--- src/verilog/opm_pkg.sv ---
package opm_pkg;
   localparam int NUM_REGS = 7;
   localparam int NUM_PINS = 16;
   localparam logic [2:0] REG_ADDR_W = 3'h0;
   // select byte value that picks a pin's default function
   localparam logic [7:0] SEL_DEFAULT = 8'h01;
   localparam logic [7:0] SEL_OPTION2 = 8'h02;
   localparam logic [7:0] SEL_OPTION3 = 8'h04;
   // reset values: only the default bit of each implemented pin byte
   localparam logic [31:0] RST_REG0 = 32'h0000_0100;
   localparam logic [31:0] RST_REG1 = 32'h0101_0101;
   localparam logic [31:0] RST_REG2 = 32'h0001_0101;
   localparam logic [31:0] RST_REG3 = 32'h0101_0001;
   localparam logic [31:0] RST_REG4 = 32'h0001_0101;
   localparam logic [31:0] RST_REG5 = 32'h0000_0100;
   localparam logic [31:0] RST_REG6 = 32'h0000_0100;

   // pin order in the pin vectors
   localparam int PIN_GPIO_A0 = 0;
   localparam int PIN_GPIO_A1 = 1;
   localparam int PIN_GPIO_A2 = 2;
   localparam int PIN_GPIO_A3 = 3;
   localparam int PIN_GPIO_A4 = 4;
   localparam int PIN_GPIO_A5 = 5;
   localparam int PIN_GPIO_A6 = 6;
   localparam int PIN_GPIO_A7 = 7;
   localparam int PIN_BUF_CS1 = 8;
   localparam int PIN_BUF_CS2 = 9;
   localparam int PIN_BUF_CS3 = 10;
   localparam int PIN_BUF_ENA = 11;
   localparam int PIN_S3_CLK = 12;
   localparam int PIN_S3_CS0 = 13;
   localparam int PIN_S3_ENA = 14;
   localparam int PIN_CONV_EVT = 15;

   typedef struct packed {
      logic req;
      logic write;
      logic privileged;
      logic [2:0] index;
      logic [31:0] wdata;
   } opm_bus_req_type;

   typedef struct packed {
      logic ack;
      logic err;
      logic [31:0] rdata;
   } opm_bus_rsp_type;

   // per-pin output candidates: default, option 2, option 3
   typedef struct packed {
      logic [NUM_PINS-1:0] dflt;
      logic [NUM_PINS-1:0] opt2;
      logic [NUM_PINS-1:0] opt3;
   } opm_periph_out_type;

   typedef struct packed {
      logic [NUM_REGS-1:0][31:0] selReg;
      opm_bus_rsp_type rsp;
      logic [NUM_PINS-1:0] pinOut;
      // two-stage synchroniser for the asynchronous pin input levels
      logic [NUM_PINS-1:0] pinInMeta;
      logic [NUM_PINS-1:0] pinInSync;
   } opm_state_type;
endpackage : opm_pkg

--- src/verilog/opm_output_mux.sv ---
// Behaviour
// - after reset every pin carries its default peripheral signal.
// - one specific bit per option routes only that function to the pin.
// - register 0 bit 8 gpio A0, bit 9 serial3 cs3.
// - register 1 bytes 0-3: gpio A1-A4 or serial3 cs2,cs1, serial2 cs3,cs2.
// - register 2: A5/ext clock; A6/serial2 cs1/timer 31; A7/timer 29.
// - register 3: buffered cs2/timer20/timer19; serial3 clock/enc A; serial3 enable/enc B.
// - register 4: serial3 cs0/enc index; buffered cs3/timer26; converter event/timer28.
// - register 5 byte 1: buffered enable, timer 23, timer 30.
// - register 6 byte 1: buffered cs1, encoder strobe, timer 17.
// - gpio A7 default bit reads set after reset.
// - pin inputs reach every sharing peripheral unselected.
// - mux switches only output drive.
// - writes accepted only when privileged.
// - unprivileged write answers error and leaves register unchanged.
// - all-zero register gives defaults on its pins.
// - each of the 16 pin bytes controls exactly one pin independently; other bytes control none.
// - more than one bit set selects the default.
`timescale 1ns/1ps
`default_nettype none
module opm_output_mux (
   input wire logic mclk,
   input wire logic rst_n,
   input wire opm_pkg::opm_bus_req_type busReq,
   output opm_pkg::opm_bus_rsp_type busRsp,
   input wire opm_pkg::opm_periph_out_type periphOut,
   output logic [opm_pkg::NUM_PINS-1:0] pinOut,
   input wire logic [opm_pkg::NUM_PINS-1:0] pinIn,
   output logic [opm_pkg::NUM_PINS-1:0] pinInToPeriph
);
   import opm_pkg::*;

   // ----------------------------------------
   // pin to register byte map
   // ----------------------------------------
   function automatic logic [7:0] pinByte(input logic [NUM_REGS-1:0][31:0] regs, input int pin);
      logic [7:0] b;
      b = 8'h00;
      case (pin)
         PIN_GPIO_A0: b = regs[0][15:8];
         PIN_GPIO_A1: b = regs[1][7:0];
         PIN_GPIO_A2: b = regs[1][15:8];
         PIN_GPIO_A3: b = regs[1][23:16];
         PIN_GPIO_A4: b = regs[1][31:24];
         PIN_GPIO_A5: b = regs[2][7:0];
         PIN_GPIO_A6: b = regs[2][15:8];
         PIN_GPIO_A7: b = regs[2][23:16];
         PIN_BUF_CS1: b = regs[6][15:8];
         PIN_BUF_CS2: b = regs[3][7:0];
         PIN_BUF_CS3: b = regs[4][15:8];
         PIN_BUF_ENA: b = regs[5][15:8];
         PIN_S3_CLK: b = regs[3][23:16];
         PIN_S3_CS0: b = regs[4][7:0];
         PIN_S3_ENA: b = regs[3][31:24];
         PIN_CONV_EVT: b = regs[4][23:16];
         default: b = 8'h00;
      endcase
      return b;
   endfunction : pinByte

   // only a single-bit byte naming an option leaves the default
   function automatic logic muxPin(input logic [7:0] sel, input logic d, input logic o2, input logic o3);
      logic r;
      r = d;
      if (sel == SEL_OPTION2) begin
         r = o2;
      end else if (sel == SEL_OPTION3) begin
         r = o3;
      end
      return r;
   endfunction : muxPin

   opm_state_type st_r;
   opm_state_type st_nxt;

   // ----------------------------------------
   // next state
   // ----------------------------------------
   always_comb begin
      st_nxt = st_r;
      st_nxt.rsp.ack = 1'b0;
      st_nxt.rsp.err = 1'b0;
      if (busReq.req) begin
         st_nxt.rsp.ack = 1'b1;
         if (busReq.index >= 3'(NUM_REGS)) begin
            st_nxt.rsp.err = 1'b1;
            st_nxt.rsp.rdata = 32'h0000_0000;
         end else if (busReq.write) begin
            if (busReq.privileged) begin
               st_nxt.selReg[busReq.index] = busReq.wdata;
            end else begin
               st_nxt.rsp.err = 1'b1;
            end
            st_nxt.rsp.rdata = 32'h0000_0000;
         end else begin
            st_nxt.rsp.rdata = st_r.selReg[busReq.index];
         end
      end
      // each pin reads its own byte only; output drive alone is switched
      for (int p = 0; p < NUM_PINS; p++) begin
         st_nxt.pinOut[p] = muxPin(pinByte(st_r.selReg, p), periphOut.dflt[p],
                                   periphOut.opt2[p], periphOut.opt3[p]);
      end
      // pin levels are asynchronous; only the second stage is handed on
      st_nxt.pinInMeta = pinIn;
      st_nxt.pinInSync = st_r.pinInMeta;
   end

   always_ff @(posedge mclk or negedge rst_n) begin
      if (!rst_n) begin
         st_r.selReg[0] <= RST_REG0;
         st_r.selReg[1] <= RST_REG1;
         st_r.selReg[2] <= RST_REG2;
         st_r.selReg[3] <= RST_REG3;
         st_r.selReg[4] <= RST_REG4;
         st_r.selReg[5] <= RST_REG5;
         st_r.selReg[6] <= RST_REG6;
         st_r.rsp <= '0;
         st_r.pinOut <= '0;
         st_r.pinInMeta <= '0;
         st_r.pinInSync <= '0;
      end else begin
         st_r <= st_nxt;
      end
   end

   assign busRsp = st_r.rsp;
   assign pinOut = st_r.pinOut;
   // inputs reach all peripherals on the pin unselected, two cycles late
   assign pinInToPeriph = st_r.pinInSync;
endmodule : opm_output_mux
`default_nettype wire

--- config.mk ---
export PLATFORM = sky130hd
export DESIGN_NAME = opm_output_mux
export DESIGN_NICKNAME = d
export VERILOG_FILES = /design/src/verilog/opm_pkg.sv /design/src/verilog/opm_output_mux.sv
export SDC_FILE = /design/constraint.sdc
export NUM_CORES = 1
export LEC_CHECK = 0
export ABC_AREA = 0
export BUFFER_PORTS_ARGS = -buffer_cell sky130_fd_sc_hd__clkbuf_2
export CELL_PAD_IN_SITES_DETAIL_PLACEMENT = 0
export CELL_PAD_IN_SITES_GLOBAL_PLACEMENT = 1
export CORE_ASPECT_RATIO = 0.8
export CORE_MARGIN = 2
export CORE_UTILIZATION = 45
export DETAILED_ROUTE_END_ITERATION = 7
export HOLD_SLACK_MARGIN = 0.06
export PLACE_DENSITY = 0.82
export SETUP_SLACK_MARGIN = 0.4
export SKIP_LAST_GASP = 1
export SYNTH_ARGS = -nofsm -noshare
export SYNTH_HDL_FRONTEND = slang
export SYNTH_SLANG_ARGS = --single-unit
--- constraint.sdc ---
create_clock -name mclk -period 2.3 [get_ports mclk]
set_input_delay 0.115 -clock mclk [delete_from_list [all_inputs] [get_ports mclk]]
set_output_delay 0.115 -clock mclk [all_outputs]
set_load 0.005 [all_outputs]
; ---- Yosys cells after proc, flatten, opt, wreduce, memory -nomap -nowiden
; Cells that the tools add are included.
[op_classes]
magnitude_cmp = 3
eq_ne = 32
n_mux = 42
n_bitwise = 1
reduce_logical = 2
[ops]
columns = op, count
row1 = bitwise mux 224 bit, 1
row2 = == test 8 x 2 -> 1 bit (second input constant), 16
row3 = == test 8 x 3 -> 1 bit (second input constant), 16
row4 = binary-select mux 32 bit (select 3 bit), 1
row5 = demux 32 bit (select 3 bit), 1
row6 = two-way mux 32 bit, 3
row7 = two-way mux 1 bit, 34
row8 = two-way mux 34 bit, 1
row9 = two-way mux 33 bit, 1
row10 = < comparator 3 x 4 -> 1 bit (second input constant), 1
row11 = AND reduction 4 bit, 1
row12 = >= comparator 3 x 1 -> 1 bit (second input constant), 1
row13 = >= comparator 3 bit (second input constant), 1
row14 = logical AND 1 bit, 1
row15 = NOT 1 bit, 1
[totals]
register_bits = 306
inputBits = 104
output_inout_bits = 66
word_cells = 93

; ---- Depth between registers and ports, before layout
; Gate-level depths: netlist (run 1).
[logic_depth]
ltp_word = 5
ltp_mapped = 8
mapped_depth_nobuf = 4

; ---- Worst setup path before layout (run 1)
; No wires, ideal clock.
[synth_path]
path_type = reg-to-reg
startpoint = register st_r[96] (netlist name)
endpoint = register, netlist name pinOut[0]
setup_ps = 126
t_arrival_ps = 1659
t_required_ps = 2174
setup_slack_ps = 515
stages_incl_launch_ff = 5
path_cell_list = dfrtp_1 > or4_1 > nor3_1 > mux2_2 > a221o_1
[synth_lines]
columns = element, line
row1 = "start, declared", opm_output_mux.sv:73  ; opm_state_type st_r;
row2 = "start signal, assigned", opm_output_mux.sv:123  ; st_r <= st_nxt;

==> results.tsv, run 1 <==
stage	metric	value	unit
worst_setup_path	Startpoint Class	register	
cts	clock root cell	clkbuf_16	
synthesis	Synth Instances	1095	
global_routing	vias in the first global route	9843	
power_and_ir_drop	maximum vdd ir drop	562	uV
synthesis	post-synth top area share	50.8	%
worst_setup_path	slowest stage delay, CP	580	ps
synthesis	Synth area leader	dfrtp_1	
global_routing	gr ovfl total	0	
die	core footprint	31400	um^2
worst_hold_path	HP Start	periphOut[2]	
placed_design	port bufs	169	
global_routing	GRT Util Overall	21.8	%
layout	synthesis-to-finish area growth	23.4	%
die	Die ar.	33200	um^2
synthesis	Synth Flop Type	dfrtp_1	
cts	Clock Sinks	306	
sta	Setup-failing EPs final	0	
detailed_routing	Total Wirelength	36000	um
worst_setup_path	crit end category	register	
placed_design	DP HPWL	23600	um
worst_setup_path	CP Cell Sequence	or4_4 > nor3_4 > mux2_4 > a221o_1	
worst_setup_path	R2R Setup Slk	380	ps
placed_design	worst slack, placed	255	ps
sta	setup TNS	0	ps
layout	commonest non-fill, non-tap cell in the layout	dfrtp_1	
sta	Worst Hold Slack	88.4	ps
synthesis	YS warnings	0	
detailed_routing	Final ANT Viol Nets	0	
power_and_ir_drop	pwr dens	854	nW/um^2
worst_setup_path	WP data arrival	2370	ps
worst_setup_path	Worst path slowest cell	or4_4	
sta	Final period util	83.6	%
sta	Fmax	520	MHz
worst_hold_path	WHS Path Cells	4	
detailed_routing	wire per inst	20.5	um
sta	RSZ-0062 raised after global routing	yes	
global_routing	GR Util met1	32.0	%
global_routing	GRT met3 Usage	3.29	%
worst_setup_path	Critical path origin	st_r[206]	
die	Die Y	163	um
synthesis	Mapped Area	14300	um^2
global_routing	antenna violations before repair	0	
die	Horiz. Die Dim	203	um
sta	Max transition margin	59.8	%
worst_setup_path	Critical Path RT	2750	ps
detailed_routing	initial drt markers	421	
layout	commonest cells after routing, fill and taps aside	dfrtp_1, mux2_2, clkbuf_2, dlygate4sd3_1, mux2i_1	
worst_hold_path	Worst Hold End	pinOut[2]	
worst_setup_path	R2R Path Start	st_r[206]	
cts	Max Root-Sink Buffers	3	
global_routing	grt peak-use layer	met2	
cts	number of CTS-inserted buffers	31	
detailed_routing	TritonRoute pass-1 iters	5	
detailed_routing	Vias/cell	5.47	
global_routing	first-pass GRT wire length	56500	um
synthesis	synthesized area per cell	13.0	um^2
synthesis	ys async rst share	100	%
worst_hold_path	worst hold path class	input pin to register	
power_and_ir_drop	P_leak	8.21	nW
sta	Max Slew Vio Count	0	
worst_setup_path	FF-to-FF path depth	4	
synthesis	Mapped Nets	1199	
worst_setup_path	Critical Path Fanout Max	2	
worst_setup_path	Buf/Inv on CP	0	
sta	clock skew	7.57	ps
die	Top Ports	170	
detailed_routing	via count	9617	
cts	worst skew pair latency	560	ps
cts	CTS H-tree depth	1	
synthesis	register bit total from synthesis	306	
layout	Layout Nets	1419	
worst_setup_path	Crit path max-delay family	simple AND/OR/NAND/NOR gates	
die	Initial Utilization	45.6	%
detailed_routing	DRC violations left	0	
sta	final worst path period need	1920	ps
placed_design	routability cong.	0.816	
worst_setup_path	end of the worst register-to-register path	pinOut[14]	
global_routing	largest net degree at the start of global routing	69	
sta	setup ws final	378	ps
sta	Worst-Margin Slew	603	ps
synthesis	Synth area leaders	dfrtp_1, mux2_2, mux2i_1	
outcome	status	finished clean	
synthesis	sequential area share after synthesis	53.7	%
synthesis	EDFF count, synth	0	
placed_design	placed inst area	15300	um^2
worst_setup_path	Crit Path Class	register to register	
layout	post-layout instance area	17600	um^2
synthesis	Synth cell types	31	
cts	Clock transition at path regs	70	ps
cts	CTS tree	done	
flow_run	max-cap violations	0	
sta	Final Hold Viols	0	
layout	Antenna Cells	0	
layout	share of layout cells above drive strength 1	41.7	%
global_routing	met2 GRT Util	34.7	%
die	row count	58	
## repair_timing
| item | in CTS | in global routing |
|---|---|---|
| buffers inserted | 0 | 11 |
| setup endpoints to repair | 15 | 15 |
| hold endpoints to repair | 550 | 0 |
| pin swaps | 0 | 12 |
| hold buffers | 97 | 0 |
| resized for setup | 18 | 32 |
## worst max path at each step
stage | to | slack, ps | cells past startpoint
after floorplan | pinOut[0] | 510 | 4
after global placement | pinOut[15] | 310 | 4
after global routing | pinOut[14] | 350 | 4
after detailed placement | pinOut[15] | 260 | 4
final | pinOut[14] | 380 | 4
after CTS | pinOut[15] | 370 | 4
## final cells by class
cell class / count / area, um^2
Fill cell: 2657 / 13700
Inverter: 32 / 120
Sequential cell: 306 / 7680
Clock buffer: 47 / 926
Clock inverter: 10 / 103
Multi-Input combinational cell: 627 / 5940
Tap cell: 420 / 526
Timing Repair Buffer: 317 / 2340
## metrics by stage
stage                     util [%]  std cells  total power, mW
after detailed placement      48.8       1594             9.59
after CTS                     55.5       1748             14.9
after floorplan                  -       1095             8.77
after global routing          56.2       1759             15.8
after global placement        48.8       1594             9.47
final                         56.2       1759             15.1
## logic make-up (layout without fill, tap and decap cells)
kind of cell	count (synthesis)	count (layout)	synth area share, %
multiplexers	336	336	26.4
buffers and inverters	162	406	6.65
AO/OA/AOI/OAI	161	161	7.20
flip-flops	306	306	53.7
AND/OR/NAND/NOR	130	130	5.99
## cells in the mapped netlist, drive strengths merged, types with 2 or more instances
| cell type | n |
|---|---|
| nor2 | 21 |
| a22o | 16 |
| buf | 111 |
| mux2i | 96 |
| o21ai | 32 |
| inv | 32 |
| dfrtp | 290 |
| a21oi | 32 |
| nand3b | 33 |
| nor2b | 16 |
| clkbuf | 19 |
| nand2b | 5 |
| dfstp | 16 |
| or4 | 16 |
| nor3 | 16 |
| mux2 | 240 |
| a221o | 16 |
| and3b | 16 |
| or3 | 2 |
| o22ai | 64 |
## tightest hold or removal path, cell delays in order
cell      delay (ps)
clkbuf_2         100
and3b_1          150
mux2_2           140
a221o_1          110
## layer usage
layer / wire length [um] / share of wire (%)
met1: 17300 / 48
met4: 554 / 1.5
met2: 16700 / 46
met5: 0 / 0
met3: 1500 / 4.2
## state kept, by name, summed over array words and instances, names as in the netlist
register	flops
st_r	224
busRsp	34
pinInToPeriph	16
pinOut	16
st_nxt	16
## report_power, final
group | leakage, nW | switching [mW] | internal (mW) | total (mW)
Sequential | 3.84 | 0.742 | 6.35 | 7.09
Combinational | 3.87 | 1.18 | 1.69 | 2.86
Clock | 0.511 | 2.12 | 2.98 | 5.10
Note: power is estimated with default switching activity, not from simulation.
==> inputs of run 2 (changes only) <==
ABC_AREA = 1   (was 0)
CORE_UTILIZATION = 44   (was 45)
PLACE_DENSITY = 0.87   (was 0.82)
clock period = 1.9 ns   (was 2.3 ns; I/O delays follow)
==> results.tsv, run 2 <==
stage	metric	value	unit	change
synthesis	most common cell in the synthesized netlist	nand2_1		was dfrtp_1
sta	Worst-Margin Slew	542	ps	was 603 ps
detailed_routing	DRC violations left	0		unchanged
worst_setup_path	most used cell, CP	nand3_4		
power_and_ir_drop	internal power	13.6	mW	was 11.0 mW
worst_setup_path	Critical Path Fanout Max	38		was 2
placed_design	DP HPWL	27300	um	was 23600 um
synthesis	post-synth top area share	49.0	%	was 50.8%
layout	commonest non-fill, non-tap cell in the layout	nand2_1		was dfrtp_1
power_and_ir_drop	switching power total	5.32	mW	was 4.04 mW
cts	Clock Sinks	306		unchanged
detailed_routing	TritonRoute pass-1 iters	7		was 5
synthesis	Synth Instances	1887		was 1095
power_and_ir_drop	Clock power frac	38.8	%	was 33.9%
global_routing	first-pass GRT wire length	66200	um	was 56500 um
sta	Fmax	735	MHz	
worst_setup_path	Buf/Inv on CP	4		was 0
worst_setup_path	Crit path max-delay family	buffers and inverters		was simple AND/OR/NAND/NOR gates
worst_hold_path	worst hold path class	input pin to async pin		was input pin to register
synthesis	multiplexer share of the synthesized area	0	%	was 26.4%
layout	Antenna Cells	0		unchanged
sta	RSZ-0062 raised after global routing	no		was yes
global_routing	vias in the first global route	12500		was 9843
synthesis	Mapped Nets	1991		was 1199
die	core footprint	33400	um^2	was 31400 um^2
synthesis	Synth Flop Type	dfrtp_1		unchanged
synthesis	Mapped Area	14800	um^2	was 14300 um^2
layout	multi-input combinational cell area	5210	um^2	was 5940 um^2
synthesis	sequential area share after synthesis	51.8	%	was 53.7%
synthesis	Post-synth top cells	nand2_1, dfrtp_1, inv_1, o21ai_1, nand3_1		was dfrtp_1, mux2_2, mux2i_1, buf_4, o22ai_1
sta	Final Hold Viols	0		unchanged
worst_setup_path	crit end category	register		unchanged
global_routing	GRT Util Overall	23.6	%	was 21.8%
synthesis	Synth area leaders	dfrtp_1, nand2_1, inv_1		was dfrtp_1, mux2_2, mux2i_1
outcome	status	finished clean		unchanged
worst_setup_path	Critical Path RT	2320	ps	was 2750 ps
cts	CTS tree	done		unchanged
worst_setup_path	Worst path slowest cell	dlygate4sd3_1		was or4_4
global_routing	largest net degree at the start of global routing	101		was 69
layout	Biggest register	st_r		unchanged
placed_design	routability cong.	0.851		was 0.816
flow_run	max-cap violations	0		unchanged
global_routing	gr ovfl total	0		unchanged
die	Die ar.	35100	um^2	was 33200 um^2
layout	share of layout cells above drive strength 1	14.9	%	was 41.7%
synthesis	ys async rst share	100	%	unchanged
power_and_ir_drop	Comb pwr share	17.6	%	was 19.0%
synthesis	EDFF count, synth	0		unchanged
layout	Layout Nets	2197		was 1419
layout	commonest cells after routing, fill and taps aside	nand2_1, dfrtp_1, inv_1, clkbuf_2, o21ai_1		was dfrtp_1, mux2_2, clkbuf_2, dlygate4sd3_1, mux2i_1
power_and_ir_drop	pwr dens	1050	nW/um^2	was 854 nW/um^2
synthesis	YS warnings	0		unchanged
worst_setup_path	WP data arrival	1780	ps	was 2370 ps
die	Initial Utilization	44.3	%	was 45.6%
worst_setup_path	slowest stage delay, CP	530	ps	was 580 ps
placed_design	Post-Place Cells	2387		was 1594
synthesis	synthesized area per cell	7.85	um^2	was 13.0 um^2
sta	Max Slew Vio Count	0		unchanged
power_and_ir_drop	P_leak	9.28	nW	was 8.21 nW
layout	Layout fillers	3103		was 2657
synthesis	Simple-Gate Fraction of Synth Area	26.4	%	was 5.99%
layout	max reg flops	224		unchanged
worst_setup_path	CP Cell Sequence	dlygate4sd3_1 > clkbuf_2 > nand3_4 > inv_4 > nand3_4 > buf_4 > o21ai_0		was or4_4 > nor3_4 > mux2_4 > a221o_1
placed_design	port bufs	169		unchanged
sta	Setup-failing EPs final	0		unchanged
worst_setup_path	Crit Path Class	input pin to register		was register to register
synthesis	largest family of logic cells by synthesized area	simple AND/OR/NAND/NOR gates		was multiplexers
global_routing	antenna violations before repair	0		unchanged
detailed_routing	Vias/cell	4.97		was 5.47
sta	final worst path period need	1360	ps	
worst_setup_path	Startpoint Class	input pin		was register
cts	Max Root-Sink Buffers	3		unchanged
synthesis	register bit total from synthesis	306		unchanged
power_and_ir_drop	maximum vdd ir drop	513	uV	was 562 uV
sta	setup TNS	0	ps	unchanged
die	row count	60		was 58
cts	worst skew pair latency	510	ps	was 560 ps
detailed_routing	Total Wirelength	40800	um	was 36000 um
detailed_routing	wire per inst	16.0	um	was 20.5 um
cts	clock root cell	clkbuf_16		unchanged
power_and_ir_drop	sequential share of power	43.5	%	was 47.1%
synthesis	Synth Area in Compound Gates	8.69	%	was 7.20%
synthesis	Post-Synth Adder-Cell Area	0	%	unchanged
synthesis	Post-Synth XOR/XNOR Area	0	%	unchanged
sta	Final period util	71.6	%	
detailed_routing	initial drt markers	1068		was 421
cts	number of CTS-inserted buffers	34		was 31
layout	FF+latch area	7680	um^2	unchanged
synthesis	Synth area leader	dfrtp_1		unchanged
synthesis	Synth cell types	27		was 31
die	Die Y	168	um	was 163 um
layout	Non-Filler Instances	2552		was 1759
die	Horiz. Die Dim	209	um	was 203 um
detailed_routing	via count	12700		was 9617
die	Top Ports	170		unchanged
power_and_ir_drop	Sw Share	28.2	%	was 26.8%
sta	clock skew	13.3	ps	was 7.57 ps
detailed_routing	Final ANT Viol Nets	0		unchanged
sta	Max transition margin	63.9	%	was 59.8%
cts	CTS H-tree depth	2		was 1
layout	synthesis-to-finish area growth	21.9	%	was 23.4%
cts	Clock transition at path regs	60	ps	was 70 ps
==> run 2: cell types whose count changed after synthesis, moves of 17 or more <==
cell / change
a21oi_1: -31
inv_1: +213
mux2_2: -204
mux2_4: -30
mux2i_1: -96
nand2_1: +672
nand3_1: +128
nand3b_1: -17
nand4_1: +34
nor2_1: +17
o21ai_0: +92
o21ai_1: +132
o22ai_1: -64
==> run 2: worst register-to-register path, stage by stage, from the launching register on <==
cell      delay [ps]
dfrtp_1          390
inv_1             80
nand2_1           50
nor2_1           400
nand3b_1         130
nand3_1          100
nand2_1           50
==> run 2: repair_timing <==
item                                    4_1_cts  5_1_grt
resized for setup                             0        0
endpoints found under the hold margin       443        0
endpoints found under the setup margin        0       42
hold buffers                                100        0
buffers inserted                              0        3
==> run 2: layout make-up <==
type	instances	area share, %
flip-flops and latches	306	42.5
multi-input cells	1176	28.9
repair buffers	325	13.5
clock buffers	45	5.46
inverters	250	5.22
well taps	434	3.01
clock inverters	16	1.46
==> run 2: cells by family after synthesis <==
family / Yosys count
AOI/OAI and AO/OA: 257
and+or+nand+nor: 918
DFF: 306
buffers and inverters: 406
==> run 2: power groups by stage <==
stage | logic (mW) | clock network, mW | registers [mW]
after floorplan | 2.24 | 0 | 8.17
after global placement | 3.06 | 0 | 8.29
after detailed placement | 3.16 | 0 | 8.32
after CTS | 3.35 | 7.47 | 8.22
after global routing | 3.85 | 7.73 | 8.35
final | 3.33 | 7.34 | 8.22
==> run 2: worst paths after layout <==
check	from	endpoint	slack [ps]	cells after the start
hold reg to reg	st_nxt[8]	pinInToPeriph[8]	350	0
max in group asynchronous	rst_n	st_r[130]	920	4
setup reg to reg	st_r[233]	pinOut[15]	590	6
hold / removal	rst_n	pinInToPeriph[0]	110	2
min in group mclk	busReq[37]	st_r[255]	180	5
setup / recovery	busReq[36]	st_r[238]	540	7
==> run 2: layer usage <==
metal,track usage (%),wire length (um),up-vias
li1,-,-,6223
met1,34.0,19000,6046
met2,37.9,18800,366
met3,3.71,2450,40
met4,5.03,517,0
met5,0,0,-
==> run 2: per-stage QoR <==
step / hold WS (ps) / utilization (%) / power [mW] / cell area (um^2) / setup WS, ps
finish: 108 / 54.0 / 18.9 / 18100 / 539
global route: 129 / 54.0 / 19.9 / 18100 / 435
CTS: 101 / 54.0 / 19.0 / 18000 / 436
detailed placement: 59.8 / 47.2 / 11.5 / 15800 / 325
global placement: 48.2 / 47.2 / 11.3 / 15800 / 377
floorplan: -201 / - / 10.4 / 14800 / 843
